[config.mk]
export PLATFORM = sky130hd
export DESIGN_NAME = lcd_setting_decoder_flat
export DESIGN_NICKNAME = d
export VERILOG_FILES = /design/src/hdl/lcd_cmd_pkg.sv /design/src/hdl/lcd_cmd_if.sv /design/src/hdl/lcd_setting_decoder.sv /design/src/flat_wrapper.sv
export VERILOG_INCLUDE_DIRS = /design/src /design/src/hdl
export SDC_FILE = /design/constraint.sdc
export NUM_CORES = 1
export LEC_CHECK = 0
export ABC_CLOCK_PERIOD_IN_PS = 2500
export CAP_MARGIN = 25
export CORE_ASPECT_RATIO = 0.7
export CORE_MARGIN = 10
export CORE_UTILIZATION = 39
export CTS_BUF_LIST = sky130_fd_sc_hd__clkbuf_4 sky130_fd_sc_hd__clkbuf_8 sky130_fd_sc_hd__clkbuf_16
export DETAILED_ROUTE_END_ITERATION = 8
export DONT_BUFFER_PORTS = 1
export PLACE_DENSITY = 0.66
export SLEW_MARGIN = 5
export SYNTH_ARGS = -nofsm -noshare
export SYNTH_HDL_FRONTEND = slang
export SYNTH_SLANG_ARGS = --single-unit
[constraint.sdc]
create_clock -name pclk -period 2.5 [get_ports pclk]
set_clock_uncertainty 0.05 [all_clocks]
set_input_delay 0 -clock pclk [delete_from_list [all_inputs] [get_ports pclk]]
set_output_delay 0 -clock pclk [all_outputs]
set_load 0.01 [all_outputs]
[src/hdl/lcd_cmd_consts.svh]
// Opcodes, field positions, reset values and host register offsets
`ifndef LCD_CMD_CONSTS_SVH
`define LCD_CMD_CONSTS_SVH
`define OP_PWR_CFG_HI 5'h05
`define OP_TWO_BYTE_HI 4'h4
`define OP_LINE_CNT_HI 6'h12
`define OP_INVERSION_HI 6'h13
`define OP_BIAS_HI 5'h0a
`define OP_PUMP_HI 6'h19
`define OP_CONTRAST 8'h81
`define OP_GRAY_HI 5'h11
`define OP_MIRROR_HI 7'h50
`define OP_ROW_ORDER_HI 4'hc
`define OP_ALL_ON_HI 7'h52
`define OP_INVERT_HI 7'h53
`define OP_SAVE_ENTER 8'ha9
`define OP_SAVE_EXIT 8'he1
`define OP_OSC_START 8'hab
`define OP_SHOW_HI 7'h57
`define OP_SOFT_RESET 8'he2
`define OP_INV_CANCEL 8'he4
`define OP_DATA_LEN 8'he8
`define ROW_ORDER_POS 3
`define INV_FIELD_W 5
`define CONTRAST_W 6
`define LINE_CNT_MIN 8'h10
`define LINE_CNT_MAX 8'h80
`define LINE_CNT_RST 8'h80
`define INVERSION_RST 5'h00
`define BIAS_RST 3'h7
`define PUMP_RST 2'h0
`define CONTRAST_RST 6'h20
`define LEVEL_LIT 2'h3
`define LEVEL_BLANK 2'h0
`define COL_LAST 7'h7f
`define HOST_CMD_OFS 8'h00
`define HOST_DATA_OFS 8'h04
`define HOST_COUNT_OFS 8'h08
`define HOST_MODE_OFS 8'h0c
`endif

[src/hdl/lcd_cmd_pkg.sv]
// Types used by the decoder end of the command link
package lcd_cmd_pkg;
  typedef enum logic [1:0] {ST_CMD, ST_PARAM, ST_DATA} dec_state_t;
endpackage

[src/hdl/lcd_cmd_if.sv]
// Byte link between host controller and display decoder
interface lcd_cmd_if;
  logic wr_strobe;
  logic cmd_data_select;
  logic [7:0] wr_byte;
  logic three_wire_mode;
  modport host (
    output wr_strobe,
    output cmd_data_select,
    output wr_byte,
    output three_wire_mode
  );
  modport dev (
    input wr_strobe,
    input cmd_data_select,
    input wr_byte,
    input three_wire_mode
  );
endinterface

[src/hdl/lcd_setting_decoder.sv]
// Display-setting command decoder, device end of the link
`include "lcd_cmd_consts.svh"

module lcd_setting_decoder (
  input wire logic pclk,
  input wire logic presetn,
  lcd_cmd_if.dev link,
  input wire logic [1:0] pixel_code,
  input wire logic [6:0] ram_column,
  input wire logic [6:0] scan_step,
  output logic [7:0] line_count,
  output logic [4:0] inversion_line_field,
  output logic [2:0] bias_select_field,
  output logic [1:0] pump_factor_field,
  output logic [5:0] contrast_level_field,
  output logic column_mirror_bit,
  output logic row_order_bit,
  output logic all_on_bit,
  output logic invert_gray_bit,
  output logic panel_show_bit,
  output logic power_save,
  output logic osc_running,
  output logic charge_pump_stage_on,
  output logic regulator_stage_on,
  output logic follower_stage_on,
  output logic outputs_grounded,
  output logic [1:0] pixel_level,
  output logic [6:0] column_driver_line,
  output logic [6:0] row_driver_line,
  output logic data_valid,
  output logic [7:0] data_byte
);
  lcd_cmd_pkg::dec_state_t state_reg, state_next;
  logic [7:0] op_reg, op_next;
  logic [7:0] count_reg, count_next;
  logic [2:0] pwr_cfg_reg, pwr_cfg_next;
  logic osc_enable_reg, osc_enable_next;
  logic [7:0] lines_reg, lines_next;
  logic [4:0] inv_reg, inv_next;
  logic [2:0] bias_reg, bias_next;
  logic [1:0] pump_reg, pump_next;
  logic [5:0] contrast_reg, contrast_next;
  logic mirror_reg, mirror_next;
  logic row_rev_reg, row_rev_next;
  logic all_on_reg, all_on_next;
  logic invert_reg, invert_next;
  logic show_reg, show_next;
  logic save_reg, save_next;
  logic [1:0] level_reg, level_next;
  logic [6:0] col_reg, col_next;
  logic [6:0] row_reg, row_next;
  logic valid_reg, valid_next;
  logic [7:0] dbyte_reg, dbyte_next;
  logic [2:0] stage_reg, stage_next;
  logic run_reg, run_next;
  logic is_data;
  logic [7:0] b;

  always_comb begin
    b = link.wr_byte;
    state_next = state_reg;
    op_next = op_reg;
    count_next = count_reg;
    pwr_cfg_next = pwr_cfg_reg;
    osc_enable_next = osc_enable_reg;
    lines_next = lines_reg;
    inv_next = inv_reg;
    bias_next = bias_reg;
    pump_next = pump_reg;
    contrast_next = contrast_reg;
    mirror_next = mirror_reg;
    row_rev_next = row_rev_reg;
    all_on_next = all_on_reg;
    invert_next = invert_reg;
    show_next = show_reg;
    save_next = save_reg;
    valid_next = 1'b0;
    dbyte_next = dbyte_reg;
    is_data = link.cmd_data_select && !link.three_wire_mode;
    if (link.wr_strobe) begin
      case (state_reg)
        lcd_cmd_pkg::ST_DATA: begin
          valid_next = 1'b1;
          dbyte_next = b;
          if (count_reg == 8'h00) begin
            state_next = lcd_cmd_pkg::ST_CMD;
          end else begin
            count_next = count_reg - 8'h01;
          end
        end
        lcd_cmd_pkg::ST_PARAM: begin
          state_next = lcd_cmd_pkg::ST_CMD;
          if (op_reg[7:2] == `OP_LINE_CNT_HI) begin
            if (b >= `LINE_CNT_MIN && b <= `LINE_CNT_MAX) begin
              lines_next = b;
            end
          end else if (op_reg[7:2] == `OP_INVERSION_HI) begin
            inv_next = b[`INV_FIELD_W-1:0];
          end else if (op_reg == `OP_CONTRAST) begin
            contrast_next = b[`CONTRAST_W-1:0];
          end else if (op_reg == `OP_DATA_LEN && link.three_wire_mode) begin
            count_next = b;
            state_next = lcd_cmd_pkg::ST_DATA;
          end
        end
        default: begin
          if (is_data) begin
            valid_next = 1'b1;
            dbyte_next = b;
          end else if (b[7:4] == `OP_TWO_BYTE_HI || b == `OP_CONTRAST ||
                       b[7:3] == `OP_GRAY_HI || b == `OP_DATA_LEN) begin
            op_next = b;
            state_next = lcd_cmd_pkg::ST_PARAM;
          end else if (b[7:3] == `OP_PWR_CFG_HI) begin
            pwr_cfg_next = b[2:0];
          end else if (b[7:3] == `OP_BIAS_HI) begin
            bias_next = b[2:0];
          end else if (b[7:2] == `OP_PUMP_HI) begin
            pump_next = b[1:0];
          end else if (b[7:1] == `OP_MIRROR_HI) begin
            mirror_next = b[0];
          end else if (b[7:4] == `OP_ROW_ORDER_HI) begin
            row_rev_next = b[`ROW_ORDER_POS];
          end else if (b[7:1] == `OP_ALL_ON_HI) begin
            all_on_next = b[0];
          end else if (b[7:1] == `OP_INVERT_HI) begin
            invert_next = b[0];
          end else if (b[7:1] == `OP_SHOW_HI) begin
            show_next = b[0];
          end else if (b == `OP_SAVE_ENTER) begin
            save_next = 1'b1;
          end else if (b == `OP_SAVE_EXIT) begin
            save_next = 1'b0;
          end else if (b == `OP_OSC_START) begin
            osc_enable_next = 1'b1;
          end else if (b == `OP_INV_CANCEL) begin
            inv_next = `INVERSION_RST;
          end else if (b == `OP_SOFT_RESET) begin
            contrast_next = `CONTRAST_RST;
            count_next = 8'h00;
          end
        end
      endcase
    end
  end

  // Panel view, stages and driver line mapping
  always_comb begin
    if (!show_reg || save_reg) begin
      level_next = `LEVEL_BLANK;
    end else if (all_on_reg) begin
      level_next = `LEVEL_LIT;
    end else if (invert_reg) begin
      level_next = ~pixel_code;
    end else begin
      level_next = pixel_code;
    end
    col_next = mirror_reg ? `COL_LAST - ram_column : ram_column;
    row_next = row_rev_reg ? `COL_LAST - scan_step : scan_step;
    stage_next = save_reg ? 3'h0 : pwr_cfg_reg;
    run_next = osc_enable_reg && !save_reg;
  end

  always_ff @(posedge pclk or negedge presetn) begin
    if (!presetn) begin
      state_reg <= lcd_cmd_pkg::ST_CMD;
      op_reg <= 8'h00;
      count_reg <= 8'h00;
      pwr_cfg_reg <= 3'h0;
      osc_enable_reg <= 1'b0;
      lines_reg <= `LINE_CNT_RST;
      inv_reg <= `INVERSION_RST;
      bias_reg <= `BIAS_RST;
      pump_reg <= `PUMP_RST;
      contrast_reg <= `CONTRAST_RST;
      mirror_reg <= 1'b0;
      row_rev_reg <= 1'b0;
      all_on_reg <= 1'b0;
      invert_reg <= 1'b0;
      show_reg <= 1'b0;
      save_reg <= 1'b0;
      level_reg <= `LEVEL_BLANK;
      col_reg <= 7'h00;
      row_reg <= 7'h00;
      valid_reg <= 1'b0;
      dbyte_reg <= 8'h00;
      stage_reg <= 3'h0;
      run_reg <= 1'b0;
    end else begin
      state_reg <= state_next;
      op_reg <= op_next;
      count_reg <= count_next;
      pwr_cfg_reg <= pwr_cfg_next;
      osc_enable_reg <= osc_enable_next;
      lines_reg <= lines_next;
      inv_reg <= inv_next;
      bias_reg <= bias_next;
      pump_reg <= pump_next;
      contrast_reg <= contrast_next;
      mirror_reg <= mirror_next;
      row_rev_reg <= row_rev_next;
      all_on_reg <= all_on_next;
      invert_reg <= invert_next;
      show_reg <= show_next;
      save_reg <= save_next;
      level_reg <= level_next;
      col_reg <= col_next;
      row_reg <= row_next;
      valid_reg <= valid_next;
      dbyte_reg <= dbyte_next;
      stage_reg <= stage_next;
      run_reg <= run_next;
    end
  end

  assign line_count = lines_reg;
  assign inversion_line_field = inv_reg;
  assign bias_select_field = bias_reg;
  assign pump_factor_field = pump_reg;
  assign contrast_level_field = contrast_reg;
  assign column_mirror_bit = mirror_reg;
  assign row_order_bit = row_rev_reg;
  assign all_on_bit = all_on_reg;
  assign invert_gray_bit = invert_reg;
  assign panel_show_bit = show_reg;
  assign power_save = save_reg;
  assign outputs_grounded = save_reg;
  assign osc_running = run_reg;
  assign charge_pump_stage_on = stage_reg[2];
  assign regulator_stage_on = stage_reg[1];
  assign follower_stage_on = stage_reg[0];
  assign pixel_level = level_reg;
  assign column_driver_line = col_reg;
  assign row_driver_line = row_reg;
  assign data_valid = valid_reg;
  assign data_byte = dbyte_reg;
endmodule

[src/flat_wrapper.sv]
// flat-port wrapper written by rule: the top's interface ports become plain ports
module lcd_setting_decoder_flat 
  (pclk, presetn, pixel_code, ram_column, scan_step, line_count, inversion_line_field, bias_select_field, pump_factor_field, contrast_level_field, column_mirror_bit, row_order_bit, all_on_bit, invert_gray_bit, panel_show_bit, power_save, osc_running, charge_pump_stage_on, regulator_stage_on, follower_stage_on, outputs_grounded, pixel_level, column_driver_line, row_driver_line, data_valid, data_byte, link_wr_strobe, link_cmd_data_select, link_wr_byte, link_three_wire_mode);
  lcd_cmd_if link_i ();
  input wire logic pclk;
  input wire logic presetn;
  input wire logic [1:0] pixel_code;
  input wire logic [6:0] ram_column;
  input wire logic [6:0] scan_step;
  output logic [7:0] line_count;
  output logic [4:0] inversion_line_field;
  output logic [2:0] bias_select_field;
  output logic [1:0] pump_factor_field;
  output logic [5:0] contrast_level_field;
  output logic column_mirror_bit;
  output logic row_order_bit;
  output logic all_on_bit;
  output logic invert_gray_bit;
  output logic panel_show_bit;
  output logic power_save;
  output logic osc_running;
  output logic charge_pump_stage_on;
  output logic regulator_stage_on;
  output logic follower_stage_on;
  output logic outputs_grounded;
  output logic [1:0] pixel_level;
  output logic [6:0] column_driver_line;
  output logic [6:0] row_driver_line;
  output logic data_valid;
  output logic [7:0] data_byte;
  input wire logic [$bits(link_i.wr_strobe)-1:0] link_wr_strobe;
  input wire logic [$bits(link_i.cmd_data_select)-1:0] link_cmd_data_select;
  input wire logic [$bits(link_i.wr_byte)-1:0] link_wr_byte;
  input wire logic [$bits(link_i.three_wire_mode)-1:0] link_three_wire_mode;
  assign link_i.wr_strobe = link_wr_strobe;
  assign link_i.cmd_data_select = link_cmd_data_select;
  assign link_i.wr_byte = link_wr_byte;
  assign link_i.three_wire_mode = link_three_wire_mode;
  lcd_setting_decoder u_core (.pclk(pclk), .presetn(presetn), .link(link_i), .pixel_code(pixel_code), .ram_column(ram_column), .scan_step(scan_step), .line_count(line_count), .inversion_line_field(inversion_line_field), .bias_select_field(bias_select_field), .pump_factor_field(pump_factor_field), .contrast_level_field(contrast_level_field), .column_mirror_bit(column_mirror_bit), .row_order_bit(row_order_bit), .all_on_bit(all_on_bit), .invert_gray_bit(invert_gray_bit), .panel_show_bit(panel_show_bit), .power_save(power_save), .osc_running(osc_running), .charge_pump_stage_on(charge_pump_stage_on), .regulator_stage_on(regulator_stage_on), .follower_stage_on(follower_stage_on), .outputs_grounded(outputs_grounded), .pixel_level(pixel_level), .column_driver_line(column_driver_line), .row_driver_line(row_driver_line), .data_valid(data_valid), .data_byte(data_byte));
endmodule
Yosys cells after proc, flatten, opt, wreduce, memory -nomap -nowiden
Cells that the tools add are included.

Bits in registers: 81.

$add $sub $neg: 3. Order comparisons: 2. Equal/unequal tests: 59. Muxes and demuxes: 78. Bitwise logic cells: 16. Reduce and logical (&&, ||, !) cells: 36.

Operators with widths (number): $mux W8 (21); $mux W6 (18); $mux W5 (16); $eq A8 B8 Y1 const B (9); $ne A3 B3 Y1 const B (14); $ne A2 B2 Y1 const B (18); $pmux W8 S2 (2); $eq A7 B7 Y1 const B (4); $reduce_and A21 Y1 (1); $mux W2 (10); $reduce_and A20 Y1 (1); $eq A6 B5 Y1 const B (3); $reduce_and A18 Y1 (1); $not A1 Y1 (15); $reduce_and A15 Y1 (1); $mux W7 (2); $sub A7 B7 Y7 const A (2); $reduce_and A13 Y1 (1); $pmux W6 S2 (1); $reduce_and A12 Y1 (1); $reduce_and A4 Y1 (3); $reduce_and A11 Y1 (1); $pmux W5 S2 (1); $reduce_and A10 Y1 (1); other kinds (29) (47).

Logic depth before layout (Yosys ltp)
Depth after elaboration: 17. Mapped depth: 8. Gate-level depth less buffers: 7.

Worst setup path before layout
OpenSTA, ideal clock, no wires.

Kind: reg-to-reg. Start: reg u_core.state_reg[1]. End: reg u_core.lines_reg[0] (netlist: u_core.line_count[0]). Arrival time: 2.144 ns. Required time: 2.325 ns. Slack: 0.181 ns. Cell stages (with the launch flop): 9. Clock period less this slack: 2.319 ns. Path through: dfrtp_1 > inv_1 > ha_1 > or4b_2 > nor2_1 > nand3b_1 > a21o_1 > clkbuf_1 > mux2_2.

Word-level cells in the longest chain between the ends: 2.

RTL lines: start: declaration (RTL line lcd_setting_decoder.sv:33) `lcd_cmd_pkg::dec_state_t state_reg, state_next;`; start signal: assignment (RTL line lcd_setting_decoder.sv:166) `state_reg <= lcd_cmd_pkg::ST_CMD;`; start signal: assignment (RTL line lcd_setting_decoder.sv:190) `state_reg <= state_next;`; $eq A2 B1 Y1 (RTL line lcd_setting_decoder.sv:81) `case (state_reg)`; $reduce_and A4 Y1 (no source line); end signal: assignment (RTL line lcd_setting_decoder.sv:171) `` lines_reg <= `LINE_CNT_RST; ``; end signal: assignment (RTL line lcd_setting_decoder.sv:195) `lines_reg <= lines_next;`; end: declaration (RTL line lcd_setting_decoder.sv:38) `logic [7:0] lines_reg, lines_next;`.

No other way between the ends. A chain may end at the register's enable or synchronous reset.

Final worst setup path
Start: reg u_core.state_reg[1]. End: reg u_core.lines_reg[1] (netlist: u_core.line_count[1]).

The elaborated chain is that of the path after synthesis.

==> results.md <==
- Outcome: completed
- Root Buffer: clkbuf_16
- Final TNS setup: 0 ns
- Share of the synthesized area in the top cell type: between 50 and 60%
- Post-DP Area: between 0.003 and 0.004 mm²
- Cells along the critical path: inv_1 -> ha_1 -> or4b_2 -> nor2_1 -> nand3b_1 -> a21o_1 -> mux2_2
- Sequential-to-total area share from yosys stat: approximately 55%
- Htree depth: 3
- CP peak stage delay: around 0.66 ns
- Area delta synth->final: 22.2%
- Core Region: 0.00918 mm²
- HP Class: in -> reg
- Compound-Gate Fraction of Synth Area: about a tenth
- TritonCTS clock tree: done
- Post-Synth XOR/XNOR Area: 3.76%
- Setup slack after placement: between 0.07 and 0.08 ns
- Boundary Pins: a little under 90
- Top_reg_cell synth: dfrtp_1
- Flops & latches, synth: between 80 and 90
- Largest net degree at the start of global routing: 82
- Worst EP required: roughly 2.7 ns
- Yosys warnings: 0
- Synth Area per Inst: 11.4 µm²
- Final Hold Violating Endpoints: 0
- Largest family of logic cells by synthesized area: simple AND/OR/NAND/NOR gates
- Min cycle time layout: approximately 2.5 ns
- Final worst-path cycle share: a little over nine tenths
- Post-synthesis simple-gate area fraction: around 15%
- Die Ht: a little over 100 µm
- Crit. End Element: register
- Port buffer count: 0
- Most frequent cells in the layout: 76 x dfrtp_1, 35 x mux2_2, 31 x dlygate4sd3_1, 20 x nand2_1, 17 x nor2_1
- Critical path buffers and inverters: 1
- Initial core utilization: between 40 and 50%
- Power per Cell Area: ~1000 mW/mm²
- CP Max Fanout: 7
- Slew HR: 36.9%
- Syn Nets: 360
- FF+latch area: a little over 0.002 mm²
- Post-synth cell types: 53
- CTS buffer count: 9
- Fmax: 408 MHz
- First DRT Iteration DRCs: about 280
- Post-synthesis mux area share: about an eighth
- HPWL Detailed: between 6000 and 7000 µm
- Die ar.: ~0.014 mm²
- Net count, final: between 300 and 400
- CP Class: reg -> reg
- Vias: 2719
- Worst Setup Start Kind: register
- Comb power frac: between 20% and 30%
- Die W: between 100 and 150 µm
- Syn Inst Count: roughly 330
- Layout cells sized above 1: 20.3%
- Avg WL per Cell: around 21 µm
- Ys async rst share: 100%
- Initial antenna violation count: 0
- Drt pass-1 iters: 5
- # rows: 29
- Synth Area in Adders: approximately 1.3%
- Max clock buf depth: 2
- Slew Limit Fails: 0
- Total global routing overflow: 0
- Antenna fix cells: 0
- Max VDD drop: between 600 and 700 µV
- Flop pwr share: approximately 45%
- GRT Overall Usage: between 10 and 15%
- Power Internal: roughly 3.2 mW
- Via count of the first global-routing pass: around 2700
- Switch Pwr: between 1 and 1.5 mW
- CP delay by family, top: simple AND/OR/NAND/NOR gates
- Filler cell count: 819
- Antenna-violating nets left: 0
- Synth area leader: dfrtp_1
- Synth area leaders: dfrtp_1 51%, mux2_2 11%, xor2_1 3.8%
- Max_cap viols: 0
- LEAKAGE: approximately 2.0 nW
- Reg clk slew, reported paths: 0.06 ns
- Multi-input gate area: around 0.0016 mm²
- Vias per cell: about 5.6
- Final Cell Area: ~0.0046 mm²
- Routability congestion estimate: 0.828
- Post-synth EDFFs: 0
- First-pass GRT wire length: ~16000 µm
- Sw frac: a little under a third
- Worst setup margin: between 0.04 and 0.05 ns
- Crit path DAT: about 2.6 ns
- Worst-skew pair later-pin latency: about 0.33 ns
- Commonest non-fill, non-tap cell in the layout: dfrtp_1
- Final setup fails: 0
- Power share of the clock group: between 30% and 40%
- Worst slew pin tran: about 0.94 ns
- Clk sink count: 81
- Drt drc: 0
- Final WL: 10200 µm
- Slowest cell on crit path: or4b_2
- Cell area after synthesis: around 0.0037 mm²
- Flop-to-flop setup slack: between 0.04 and 0.05 ns
[per-stage QoR]
| stage | total power [mW] | hold WS [ns] | util [%] | cells |
|---|---|---|---|---|
| after floorplan | 2.79 | -0.346 | - | 327 |
| after global placement | 3.05 | -0.341 | 42.0 | 439 |
| after detailed placement | 3.09 | -0.341 | 42.0 | 439 |
| after CTS | 4.71 | 0.00270 | 49.5 | 487 |
| after global routing | 4.97 | 0.0288 | 49.6 | 488 |
| final | 4.70 | 0.0179 | 49.6 | 488 |
[power groups by stage]
stage | clock network, mW | registers [mW] | logic (mW)
after detailed placement | 0 | 2.14 | 0.954
after global placement | 0 | 2.12 | 0.925
after global routing | 1.60 | 2.17 | 1.20
after floorplan | 0 | 1.99 | 0.798
final | 1.51 | 2.11 | 1.08
after CTS | 1.53 | 2.12 | 1.06
[what timing repair did]
item,4_1_cts,5_1_grt
resized for setup,0,2
setup endpoints to repair,0,14
hold buffers,32,0
endpoints found under the hold margin,157,0
setup buffers,0,1
[final timing paths]
path,startpoint,to,cells past startpoint
setup / recovery,u_core.state_reg[1],u_core.line_count[1],7
hold / removal,link_wr_byte[3],u_core.outputs_grounded,4
setup reg to reg,u_core.state_reg[1],u_core.line_count[1],7
hold reg to reg,u_core.pwr_cfg_reg[2],u_core.stage_reg[2],1
max in group asynchronous,presetn,u_core.contrast_level_field[5],2
min in group asynchronous,presetn,u_core.line_count[5],2
[cell usage after synthesis, drive strengths merged, types with 2 or more instances]
cell,n
dfrtp,76
nor4,5
nor3,8
nand4,4
nor2b,11
or4b,5
a311oi,2
a21boi,2
o21ai,18
buf,3
nand2b,9
or2,2
inv,13
mux2,35
a21oi,6
nand2,20
a22o,3
a31oi,4
dfstp,5
a32oi,2
o211ai,2
clkbuf,15
ha,4
a21o,2
xor2,16
nand3b,4
o311ai,2
nand3,5
or4,3
a22oi,2
o41ai,2
nor2,18
and3,2
mux2i,5
[logic make-up after synthesis]
group | after synthesis
compound gates | 55
xor+xnor | 16
fa+ha+maj | 4
buf+inv | 31
flops | 81
mux | 40
simple gates | 100
[metal layers]
layer	vias up	track usage [%]	wire length, µm
li1	1229	-	-
met1	1336	18.8	4350
met2	139	20.5	4310
met3	15	8.70	1490
met4	0	3.55	102
met5	-	0	0
[worst min-delay path: cells and delay by family]
kind / cells / cell delay (ns)
compound gates: 2 / 0.19
simple gates: 2 / 0.17
[final cells by class]
| class | instances | share of cell area [%] |
|---|---|---|
| clock inverter | 5 | 2.28 |
| inverter | 13 | 1.07 |
| multi-input combinational | 215 | 34.6 |
| timing repair buffer | 39 | 8.57 |
| sequential | 81 | 44.7 |
| tap | 124 | 3.41 |
| clock buffer | 11 | 5.41 |
(Power assumes the default switching activity.)
